--- src/epm_pkg.sv ---
// package for the external program memory bus: modes, widths, timing
package epm_pkg;
  // bus interface modes
  typedef enum logic [1:0] {
    EPM_BUS16,
    EPM_BUS8_MUX,
    EPM_BUS8_DEMUX
  } epm_bus_mode_type;
  // table write mode field encodings (16-bit bus only)
  localparam logic [1:0] EPM_WM_BYTE_WRITE = 2'h0;
  localparam logic [1:0] EPM_WM_BYTE_SELECT = 2'h1;
  localparam int EPM_WM_WORD_BIT = 1;
  // widths
  localparam int EPM_PTR_W = 21;
  localparam int EPM_ADDR_W = 20;
  localparam int EPM_MUX_ADDR_BITS = 17;
  localparam int EPM_DATA_W = 16;
  localparam int EPM_BYTE_W = 8;
  localparam int EPM_PTR_LSB = 0;
  // reset values
  localparam logic [7:0] EPM_BYTE_ZERO = 8'h00;
  localparam logic [15:0] EPM_WORD_ZERO = 16'h0000;
  localparam logic [19:0] EPM_ADDR_ZERO = 20'h0_0000;
  // bus phase lengths in cycles of the 125 MHz clock
  // four cycles: the pin synchroniser adds two before read data is seen
  localparam int EPM_CLK_PERIOD_NS = 8;
  localparam int EPM_PHASE_NS = 32;
  localparam int EPM_PHASE_CYC = (EPM_PHASE_NS + EPM_CLK_PERIOD_NS - 1) / EPM_CLK_PERIOD_NS;
  localparam logic [3:0] EPM_PHASE_LAST = 4'(EPM_PHASE_CYC - 1);
endpackage : epm_pkg

--- src/epm_lane_if.sv ---
// interface carrying the write lane steering between the sequencer and the lane unit
`timescale 1ns/1ps
interface epm_lane_if;
  import epm_pkg::*;
  logic [1:0] wm;
  epm_bus_mode_type mode;
  logic ptr_lsb;
  logic [7:0] wdata;
  logic capture;
  logic [15:0] out_word;
  logic drive_data;
  logic strobe_high;
  logic strobe_low;
  logic [7:0] hold_byte;
  modport seq (output wm, mode, ptr_lsb, wdata, capture,
               input out_word, drive_data, strobe_high, strobe_low, hold_byte);
  modport lane (input wm, mode, ptr_lsb, wdata, capture,
                output out_word, drive_data, strobe_high, strobe_low, hold_byte);
endinterface : epm_lane_if

--- src/epm_lane.sv ---
// write lane steering and the word-write holding register
`timescale 1ns/1ps
module epm_lane (
  // clocking
  input wire logic clock,
  input wire logic sys_rst,
  input wire logic clk_en,
  // steering
  epm_lane_if.lane lif
);
  import epm_pkg::*;

  logic [7:0] hold_reg;
  logic is_16;
  logic word_mode;

  // mode decode shared by the steering terms
  assign is_16 = (lif.mode == EPM_BUS16);
  assign word_mode = lif.wm[EPM_WM_WORD_BIT];

  // holding register keeps its byte until the next even word-write
  always_ff @(posedge clock) begin
    if (sys_rst) begin
      hold_reg <= EPM_BYTE_ZERO;
    end else if (clk_en && lif.capture && is_16 && word_mode && !lif.ptr_lsb) begin
      hold_reg <= lif.wdata;
    end
  end
  assign lif.hold_byte = hold_reg;

  // lane and strobe selection
  always_comb begin
    lif.out_word = {lif.wdata, lif.wdata};
    lif.drive_data = 1'b1;
    lif.strobe_high = 1'b0;
    lif.strobe_low = 1'b0;
    if (!is_16) begin
      lif.out_word = {EPM_BYTE_ZERO, lif.wdata};
      lif.strobe_low = 1'b1;
    end else if (word_mode) begin
      if (lif.ptr_lsb) begin
        lif.out_word = {lif.wdata, hold_reg};
        lif.strobe_high = 1'b1;
      end else begin
        lif.drive_data = 1'b0;
      end
    end else if (lif.wm == EPM_WM_BYTE_SELECT) begin
      lif.strobe_high = 1'b1;
    end else begin
      lif.strobe_high = lif.ptr_lsb;
      lif.strobe_low = !lif.ptr_lsb;
    end
  end
endmodule : epm_lane

--- src/epm_bus.sv ---
// external program memory bus sequencer: fetch, table read and table write cycles
// What this block does
// - byte-select write: high strobe, byte on both lanes
// - byte-select: byte address or enables follow pointer
// - word-write even: hold byte, float data, no strobe
// - word-write odd: new byte high, held byte low
// - word-write pulses only high strobe
// - word-write asserts both byte enables
// - 8-bit mux: address latch separates address, data
// - 8-bit fetch: two bytes, byte address toggles
// - 8-bit mux: 18-bit byte address
// - 8-bit: high strobe, byte enables become port
// - 8-bit: low strobe on every write
// - 8-bit demux: address stable whole fetch
// - 8-bit demux: 21-bit byte address
// - 8-bit: one byte per table operation
// - 8-bit peripheral write: upper lane is dummy
// - write mode field picks 16-bit write mode
// - pointer bit 0 to byte address, rest to address (only bits 17:1 in 8-bit mux)
// - 16-bit table read picks lane by lsb
// - byte-write: both lanes, strobe by lsb
`timescale 1ns/1ps
module epm_bus (
  // clocking
  clock,
  sys_rst,
  clk_en,
  // configuration
  bus_mode,
  table_write_mode_field,
  // cpu request side
  req_valid,
  req_kind,
  table_address_pointer,
  table_data_latch,
  busy,
  done,
  rd_data,
  instr_word,
  // external bus pins
  addr_latch_strobe,
  output_enable_n,
  write_strobe_low_n,
  write_strobe_high_n,
  byte_address_lsb,
  upper_byte_enable_n,
  lower_byte_enable_n,
  addr_out,
  data_out,
  data_oe_n,
  data_in,
  port_mode
);
  import epm_pkg::*;
  input wire logic clock;
  input wire logic sys_rst;
  input wire logic clk_en;
  input wire epm_pkg::epm_bus_mode_type bus_mode;
  input wire logic [1:0] table_write_mode_field;
  input wire logic req_valid;
  input wire logic [1:0] req_kind; // 0 fetch, 1 table_read_op, 2 table write
  input wire logic [epm_pkg::EPM_PTR_W-1:0] table_address_pointer;
  input wire logic [7:0] table_data_latch;
  output logic busy;
  output logic done;
  output logic [7:0] rd_data;
  output logic [15:0] instr_word;
  output logic addr_latch_strobe;
  output logic output_enable_n;
  output logic write_strobe_low_n;
  output logic write_strobe_high_n;
  output logic byte_address_lsb;
  output logic upper_byte_enable_n;
  output logic lower_byte_enable_n;
  output logic [epm_pkg::EPM_ADDR_W-1:0] addr_out;
  output logic [15:0] data_out;
  output logic data_oe_n;
  input wire logic [15:0] data_in;
  output logic port_mode;

  typedef enum logic [2:0] {ST_IDLE, ST_ADDR, ST_DATA, ST_DATA2, ST_DONE} epm_state_type;
  localparam logic [1:0] KIND_FETCH = 2'h0;
  localparam logic [1:0] KIND_READ = 2'h1;
  localparam logic [1:0] KIND_WRITE = 2'h2;

  epm_state_type state_reg;
  logic [3:0] cnt_reg;
  logic [1:0] kind_reg;
  logic [EPM_PTR_W-1:0] ptr_reg;
  logic [7:0] wbyte_reg;
  logic [15:0] din_s1_reg;
  logic [15:0] din_s2_reg;
  logic phase_end;
  logic is_8;
  epm_lane_if lif();

  // picks the addressed byte from a 16-bit word by pointer lsb
  function automatic logic [7:0] epm_pick_byte(input logic [15:0] w, input logic lsb);
    epm_pick_byte = lsb ? w[15:8] : w[7:0];
  endfunction : epm_pick_byte

  assign is_8 = (bus_mode != EPM_BUS16);
  assign phase_end = (cnt_reg == EPM_PHASE_LAST);

  // lane steering unit
  assign lif.wm = table_write_mode_field;
  assign lif.mode = bus_mode;
  assign lif.ptr_lsb = ptr_reg[EPM_PTR_LSB];
  assign lif.wdata = wbyte_reg;
  assign lif.capture = (state_reg == ST_DATA) && phase_end && (kind_reg == KIND_WRITE);
  epm_lane u_lane (
    .clock(clock),
    .sys_rst(sys_rst),
    .clk_en(clk_en),
    .lif(lif.lane)
  );

  // two-flop synchroniser on the external data pins
  always_ff @(posedge clock) begin
    if (sys_rst) begin
      din_s1_reg <= EPM_WORD_ZERO;
      din_s2_reg <= EPM_WORD_ZERO;
    end else if (clk_en) begin
      din_s1_reg <= data_in;
      din_s2_reg <= din_s1_reg;
    end
  end

  // sequencer: address phase, one or two data phases
  always_ff @(posedge clock) begin
    if (sys_rst) begin
      state_reg <= ST_IDLE;
      cnt_reg <= '0;
      kind_reg <= KIND_FETCH;
      ptr_reg <= '0;
      wbyte_reg <= EPM_BYTE_ZERO;
    end else if (clk_en) begin
      cnt_reg <= phase_end ? '0 : cnt_reg + 4'h1;
      case (state_reg)
        ST_IDLE: begin
          cnt_reg <= '0;
          if (req_valid) begin
            kind_reg <= req_kind;
            ptr_reg <= table_address_pointer;
            wbyte_reg <= table_data_latch;
            state_reg <= ST_ADDR;
          end
        end
        ST_ADDR: if (phase_end) begin
          state_reg <= ST_DATA;
        end
        ST_DATA: if (phase_end) begin
          // only an 8-bit fetch needs a second byte
          if (is_8 && kind_reg == KIND_FETCH) begin
            state_reg <= ST_DATA2;
            ptr_reg[EPM_PTR_LSB] <= 1'b1;
          end else begin
            state_reg <= ST_DONE;
          end
        end
        ST_DATA2: if (phase_end) begin
          state_reg <= ST_DONE;
        end
        ST_DONE: state_reg <= ST_IDLE;
        default: state_reg <= ST_IDLE;
      endcase
    end
  end

  // read data capture; data sampled from synchronised pins at phase end
  always_ff @(posedge clock) begin
    if (sys_rst) begin
      rd_data <= EPM_BYTE_ZERO;
      instr_word <= EPM_WORD_ZERO;
    end else if (clk_en && phase_end) begin
      if (state_reg == ST_DATA && kind_reg == KIND_READ) begin
        rd_data <= is_8 ? din_s2_reg[7:0] : epm_pick_byte(din_s2_reg, ptr_reg[EPM_PTR_LSB]);
      end
      if (state_reg == ST_DATA && kind_reg == KIND_FETCH) begin
        instr_word <= is_8 ? {instr_word[15:8], din_s2_reg[7:0]} : din_s2_reg;
      end
      if (state_reg == ST_DATA2) begin
        instr_word <= {din_s2_reg[7:0], instr_word[7:0]};
      end
    end
  end

  // pin drive registered from state; a fetch always reads even byte first
  always_ff @(posedge clock) begin
    if (sys_rst) begin
      busy <= 1'b0;
      done <= 1'b0;
      addr_latch_strobe <= 1'b0;
      output_enable_n <= 1'b1;
      write_strobe_low_n <= 1'b1;
      write_strobe_high_n <= 1'b1;
      byte_address_lsb <= 1'b0;
      upper_byte_enable_n <= 1'b1;
      lower_byte_enable_n <= 1'b1;
      addr_out <= EPM_ADDR_ZERO;
      data_out <= EPM_WORD_ZERO;
      data_oe_n <= 1'b1;
      port_mode <= 1'b0;
    end else if (clk_en) begin
      busy <= (state_reg != ST_IDLE) && (state_reg != ST_DONE);
      done <= (state_reg == ST_DONE);
      port_mode <= is_8;
      addr_latch_strobe <= (state_reg == ST_ADDR) && (bus_mode != EPM_BUS8_DEMUX);
      // byte address from pointer bit 0 (low for a fetch's first byte), upper pointer bits held all cycle
      byte_address_lsb <= (kind_reg == KIND_FETCH && state_reg != ST_DATA2) ? 1'b0 : ptr_reg[EPM_PTR_LSB];
      if (bus_mode == EPM_BUS8_MUX) begin
        addr_out <= {3'h0, ptr_reg[EPM_MUX_ADDR_BITS:1]};
      end else begin
        addr_out <= ptr_reg[EPM_PTR_W-1:1];
      end
      output_enable_n <= !((state_reg == ST_DATA || state_reg == ST_DATA2) && kind_reg != KIND_WRITE);
      // outside the demux mode the address byte shares the low data pins
      if (state_reg == ST_ADDR && bus_mode != EPM_BUS8_DEMUX) begin
        data_out <= {8'h00, ptr_reg[8:1]};
        data_oe_n <= 1'b0;
      end else if (state_reg == ST_DATA && kind_reg == KIND_WRITE) begin
        data_out <= lif.out_word;
        data_oe_n <= !lif.drive_data;
      end else begin
        data_oe_n <= 1'b1;
      end
      write_strobe_high_n <= !(state_reg == ST_DATA && kind_reg == KIND_WRITE && lif.strobe_high && !is_8);
      write_strobe_low_n <= !(state_reg == ST_DATA && kind_reg == KIND_WRITE && lif.strobe_low);
      if (is_8) begin
        upper_byte_enable_n <= 1'b1;
        lower_byte_enable_n <= 1'b1;
      end else if (kind_reg == KIND_WRITE && table_write_mode_field[EPM_WM_WORD_BIT]) begin
        upper_byte_enable_n <= 1'b0;
        lower_byte_enable_n <= 1'b0;
      end else if (kind_reg == KIND_WRITE && table_write_mode_field == EPM_WM_BYTE_SELECT) begin
        upper_byte_enable_n <= !ptr_reg[EPM_PTR_LSB];
        lower_byte_enable_n <= ptr_reg[EPM_PTR_LSB];
      end else begin
        upper_byte_enable_n <= 1'b0;
        lower_byte_enable_n <= 1'b0;
      end
    end
  end
endmodule : epm_bus

--- config.mk ---
export PLATFORM = sky130hd
export DESIGN_NAME = epm_bus
export DESIGN_NICKNAME = d
export VERILOG_FILES = /design/src/epm_pkg.sv /design/src/epm_lane_if.sv /design/src/epm_lane.sv /design/src/epm_bus.sv
export SDC_FILE = /design/constraint.sdc
export NUM_CORES = 1
export LEC_CHECK = 0
export BUFFER_PORTS_ARGS = -buffer_cell sky130_fd_sc_hd__buf_2
export CAP_MARGIN = 20
export CORE_UTILIZATION = 58
export DETAILED_ROUTE_END_ITERATION = 10
export GPL_TIMING_DRIVEN = 0
export PLACE_DENSITY = 0.8
export SYNTH_ARGS = -nofsm -noshare
export SYNTH_HDL_FRONTEND = slang
export SYNTH_SLANG_ARGS = --single-unit
--- constraint.sdc ---
create_clock -name clock -period 4.64 [get_ports clock]
set_clock_uncertainty 0.2 [all_clocks]
set_input_delay 0.232 -clock clock [delete_from_list [all_inputs] [get_ports clock]]
set_output_delay 0.232 -clock clock [all_outputs]
set_load 0.02 [all_outputs]
---- Word level (Yosys, flattened, before mapping) ----
Cells that the tools add are included.
storage, ports and cells
  logic and storage cells ................. 129
  input port bits ......................... 55
  flip-flop bits (word level) ............. 149
  output and inout port bits .............. 71
operators by class
  add/subtract/negate cells ............... 1
  equal/unequal tests ..................... 19
  reductions and logical operators ........ 42
  bitwise operators ....................... 1
  muxes and demuxes ....................... 41
operators with widths
  operator               count
  $mux W16               6
  $mux W8                4
  $mux W1                21
  $logic_and A1 B1 Y1    20
  $mux W20               1
  $mux W3                5
  $ne A2 B2 Y1 const B   6
  $pmux W3 S4            1
  $reduce_and A5 Y1      2
  $reduce_and A3 Y1      3
  $mux W4                2
  $reduce_bool A2 Y1     4
  $eq A2 B1 Y1 const B   3
  $eq A3 B2 Y1 const B   2
  $logic_not A1 Y1       6
  $add A4 B1 Y4 const B  1
  $eq A4 B2 Y1 const B   1
  $logic_not A2 Y1       2
  $ne A2 B1 Y1 const B   2
  $reduce_and A2 Y1      2
  $eq A3 B1 Y1 const B   1
  $eq A3 B3 Y1 const B   1
  $logic_not A3 Y1       1
  $ne A3 B2 Y1 const B   1
  other kinds (6)        6

---- Longest topological paths before layout ----
  depth in word-level cells ............... 7
  gate-level depth with buffers ........... 8
  depth with buffers taken out ............ 5

---- Hierarchy ----
A second synthesis with hierarchy kept.
unflattened totals
  cells, all modules ...................... 657
  area total of the unflattened synthesis .. 6,231.0 sq um
modules (own cells, without submodules)
  module    area each (sq um)  sequential area each (sq um)  instances  cells each
  epm_bus   5,616.6            2,822.7                       1          596
  epm_lane  614.3              160.2                         1          61

---- Worst setup path before layout ----
OpenSTA, ideal clock, no wires.
  kind .................................... reg-to-reg
  start ................................... reg cnt_reg[0]
  end ..................................... reg instr_word[10]
  stages on the path, launching flop included .. 9
  data arrival time ....................... 1.656 ns
  path slack .............................. 2.666 ns
  clock period less this slack ............ 1.974 ns
  setup time .............................. 0.119 ns
  buffers on the path ..................... 3
  required time ........................... 4.321 ns
  cell sequence ........................... dfxtp_1 ha_1 and4bb_1 buf_6 and3_1 buf_2 nand2b_1 buf_2 o221a_2
between the ends
  longest elaborated chain between the ends .. 3
RTL lines
  what                                RTL line        RTL
  start, declared                     epm_bus.sv:87   logic [3:0] cnt_reg;
  start signal, assigned              epm_bus.sv:138  cnt_reg <= phase_end ? '0 : cnt_reg + 4'h1;
  $eq A4 B2 Y1                        epm_bus.sv:103  assign phase_end = (cnt_reg == EPM_PHASE_LAST);
  $logic_and A1 B1 Y1                 epm_bus.sv:175  end else if (clk_en && phase_end) begin
  $reduce_and A3 Y1 (no source line)  --
  end signal, assigned                epm_bus.sv:180  instr_word <= is_8 ? {instr_word[15:8], din_s2_reg[7:0]} : din_s2_reg;
  end signal, assigned                epm_bus.sv:183  instr_word <= {din_s2_reg[7:0], instr_word[7:0]};
  end, declared                       epm_bus.sv:67   output logic [15:0] instr_word;
Every way passes these cells.
A chain may end at the register's enable or synchronous reset.

---- Worst setup path in the final report ----
  start ................................... reg state_reg[1]
  end ..................................... reg state_reg[1]
between the ends
  longest elaborated chain between the ends .. 3
  elaborated cells between the ends (all ways) .. 10
  those cells by class .................... eq/ne (7); mux (1); reduce/logical (2)
RTL lines
  what                                        RTL line        RTL
  start, declared                             epm_bus.sv:86   epm_state_type state_reg;
  start signal, assigned                      epm_bus.sv:132  state_reg <= ST_IDLE;
  start signal, assigned                      epm_bus.sv:146  state_reg <= ST_ADDR;
  start signal, assigned                      epm_bus.sv:150  state_reg <= ST_DATA;
  $eq A3 B1 Y1, or another cell as far along  epm_bus.sv:139  case (state_reg)
  $ne A2 B2 Y1 (no source line)               --
  $reduce_and A5 Y1 (no source line)          --
Several ways; a longest one is shown, not always the timed one.

==> metrics list <==
* Run status: finished, final reports clean
- After synthesis the netlist holds a flip-flop and latch count of ~150.
- Vias: 5,675
- Met2 Track Usage GR: around 54%
- After the last flow step, the layout net total stands at 908.
- For this design the ratio of total power to cell area is around 380 nW/um^2.
- CP Class: reg -> reg
* Post-Layout Cell Count: between 900 and 1,000
* Port Buffers: between 100 and 150
* Maximum fanout along the worst path: 9
* Maximum Capacitance Violations: 0
- After detailed routing, the number of remaining DRC violations is 0.
* Starting density of the core: around three fifths
- Slowest cell on crit path: sky130_fd_sc_hd__dlygate4sd3_1
* Number of placed instances, taps included: just over 900
- In the final routed layout, each cell accounts on average for around 17 um.
- Final total negative setup slack: 0 ps
- Post-route standard cell area excluding fillers: slightly below 8000 sq um
- Data on the critical path arrives at its endpoint at about 2600 ps.
- For this block, the routed nets add up to around 17 mm of wire.
* Final critical path time including I/O delays and setup: approximately 2400 ps
* Final setup vio count: 0
* Post-synthesis area per instance: between 9 and 10 sq um
- Setup repair after global routing left no endpoint under its margin.
- Clock buffer count from CTS: 17
- Width of the die: ~100 um
- VDD sags by at most approximately 260 uV.
- Leading cell type in the layout, fill and taps excluded: sky130_fd_sc_hd__dfxtp_1
* Critical path startpoint category: register
- The pre-antenna-repair detailed-routing pass consisted of 7 iterations.
- Cell count of the worst hold path: 4
- The worst register-to-register path begins at state_reg[1].
- Synthesized netlist cell count: roughly 660
- Entering global routing, the biggest net connects 17 pins.
- Yosys synthesis warning count: 0
- The startpoint identified for the worst hold timing path is clk_en.
- Post-synthesis instance area: a little under 6000 sq um
* Worst hold path type: in -> reg
- Worst Hold Endpoint: state_reg[2]
* Endpoint of the worst register-to-register path: state_reg[1]
- Post-Place Cell Area: 6710 sq um
- Fraction of synthesis flops using an asynchronous set or reset pin: 0%
* Total area of multi-input combinational cells: roughly 2700 sq um
* Share of final-layout standard cells stronger than drive strength 1: a little over a fifth
- TritonCTS built the clock tree.
* Number of max-slew violations in the final report: 0
- GRT met1 Usage: roughly two fifths
- At the later pin of the worst-skew pair, clock insertion delay measures between 500 and 600 ps.
- The number of failing hold endpoints at the final stage was 0.
- The region available for standard cell placement spans just under 10,000 sq um.
- Reg area: slightly below 3000 sq um
- roughly 130 I/O pins were placed.
- Fin crit share: between 50% and 60%
- Number of enable-type register cells in the synthesized netlist: 0
* Worst setup slack for register-to-register paths: ~2300 ps
* Total congestion overflow after global routing: 0
* Headroom to the max-slew limit: approximately 31%
* Buffers & Inverters on Critical Path: 1
* Via count of the first global-routing pass: about 5,300
- Antenna violations before repair: 0
* Required time reported for the critical path endpoint: about 4900 ps
- Wire length of the first global-routing pass: between 20 and 30 mm
* Final weighted congestion of routability-driven global placement: about 0.9
- Y dimension of the die: a little over 100 um
- Compared with the post-synthesis result, the final layout area differs by 32.1%.
- At the pin with the least slew margin, the transition time is 1030 ps.
* Clock H-tree levels: 4
- Among cell families on the critical path, the largest total delay comes from simple AND/OR/NAND/NOR gates.
- Detailed placement ended at an HPWL of around 11 mm.
* GRT Overall Usage: between 30% and 40%
- Area of the die: about 11,000 sq um
- Vias per cell: about 5.7
- For this run, global-route usage on met3 was measured as 7.59%.
- After clock tree synthesis, the clock-pin slew on the worst setup and hold paths is 60 ps.
* Static power due to leakage: around 0.0035 uW
* Root Driver: sky130_fd_sc_hd__clkbuf_8
- STA classifies the critical path endpoint as a register.
* Most heavily used metal layer in global routing: met2
* Crit path largest cell delay: about 600 ps
* Post-CTS Setup Bufs: 0
* Count of filler cells inserted in the layout: between 600 and 700
* Largest register FFs: 21
- Max Fclk: 0.425 GHz
* Detailed Route Iter0 Violations: between 300 and 400
- Among all flip-flop cells after synthesis, the most frequent one is sky130_fd_sc_hd__dfxtp_1.
* Final ANT Viol Nets: 0
- Post-synth cell types: 50
- List of cells traversed by the critical path: or3b_1 > nor4_2 > o22ai_1 > o32ai_1 > dlygate4sd3_1
- Measured in cells, the most critical reg-to-reg path has a length of 5.
- The number of antenna diodes in the final layout is 0.
* Number of clock sinks: 149
- Placement row count: 36
* Worst-case clock buffer depth: 2
* Commonest cells after routing, fill and taps aside: 149 x sky130_fd_sc_hd__dfxtp_1, 137 x sky130_fd_sc_hd__buf_2, 89 x sky130_fd_sc_hd__nor2_1
- Share of the yosys chip area belonging to registers: about half
* Syn_nets: between 700 and 800
-- Yosys cell counts, types with 4 or more instances --
master / n / area (sq um)
sky130_fd_sc_hd__buf_2: 13 / 65.1
sky130_fd_sc_hd__nand3_1: 8 / 40.0
sky130_fd_sc_hd__and3_1: 12 / 75.1
sky130_fd_sc_hd__nor2b_1: 5 / 31.3
sky130_fd_sc_hd__o21ai_0: 21 / 105
sky130_fd_sc_hd__nand4_1: 9 / 56.3
sky130_fd_sc_hd__clkbuf_1: 32 / 120
sky130_fd_sc_hd__dfxtp_1: 149 / 2980
sky130_fd_sc_hd__o211ai_1: 9 / 67.6
sky130_fd_sc_hd__a211oi_1: 11 / 82.6
sky130_fd_sc_hd__a21oi_1: 71 / 355
sky130_fd_sc_hd__mux2i_1: 66 / 661
sky130_fd_sc_hd__nand2b_1: 4 / 25.0
sky130_fd_sc_hd__nand2_1: 88 / 330
sky130_fd_sc_hd__o2111ai_1: 8 / 70.1
sky130_fd_sc_hd__o221a_2: 8 / 90.1
sky130_fd_sc_hd__nor2_1: 89 / 334
sky130_fd_sc_hd__inv_1: 13 / 48.8
-- power breakdown --
| part | internal, uW | total [uW] | switching (uW) |
|---|---|---|---|
| logic | 112 | 267 | 156 |
| registers | 1320 | 1350 | 30.8 |
| clock network | 834 | 1370 | 536 |
-- through the flow --
step / hold slack [ps] / setup slack (ps) / power, uW / utilization, %
global placement: 242 / 2440 / 1590 / 68.3
CTS: 9.66 / 2330 / 2980 / 79.6
finish: 34.2 / 2290 / 2980 / 79.6
floorplan: 168 / 2670 / 1510 / -
detailed placement: 249 / 2400 / 1600 / 68.3
global route: 59.8 / 2220 / 3070 / 79.6
-- area by class of cell --
cell class | count | share of cell area (%)
flip-flops and latches | 149 | 38.2
multi-input cells | 445 | 34.1
repair buffers | 176 | 14.6
clock buffers | 20 | 5.57
plain buffers | 50 | 2.85
well taps | 133 | 2.13
clock inverters | 12 | 1.98
inverters | 13 | 0.624
-- repair_timing --
action / 4_1_cts / 5_1_grt
hold buffers: 52 / 0
resized for setup: 0 / 0
endpoints found under the hold margin: 53 / 0
-- routing by layer --
metal / vias up / part of all wire (%) / wire length [um]
met5: - / 0 / 0
met4: 0 / 2.7 / 465
met3: 56 / 6.9 / 1190
met2: 287 / 47 / 8130
met1: 2642 / 43 / 7390
li1: 2690 / - / -
-- how the worst max path moves through the flow --
| stage | startpoint | end | slack (ps) | depth (start not counted) |
|---|---|---|---|---|
| 2_1_floorplan | cnt_reg[0] | instr_word[10] | 2670 | 8 |
| 3_3_place_gp | clk_en | data_out[14] | 2440 | 6 |
| 3_5_place_dp | clk_en | data_out[13] | 2400 | 6 |
| 4_1_cts | cnt_reg[0] | state_reg[1] | 2330 | 6 |
| 5_1_grt | state_reg[1] | state_reg[1] | 2220 | 5 |
| 6_report | state_reg[1] | state_reg[1] | 2290 | 5 |
-- logic make-up after synthesis --
group,Yosys count,synth area share (%)
AND/OR/NAND/NOR,233,18.1
flip-flops,149,50.4
AO/OA/AOI/OAI,142,15.1
multiplexers,66,11.2
buffers and inverters,63,4.59
XOR/XNOR,3,0.444
adder cells (fa/ha/maj),1,0.211
-- worst register-to-register path: stages (launching register included) --
cell	delay, ps
sky130_fd_sc_hd__dfxtp_1	500
sky130_fd_sc_hd__or3b_1	450
sky130_fd_sc_hd__nor4_2	290
sky130_fd_sc_hd__o22ai_1	120
sky130_fd_sc_hd__o32ai_1	150
sky130_fd_sc_hd__dlygate4sd3_1	590
No activity file was read; power rests on OpenSTA's default activity.
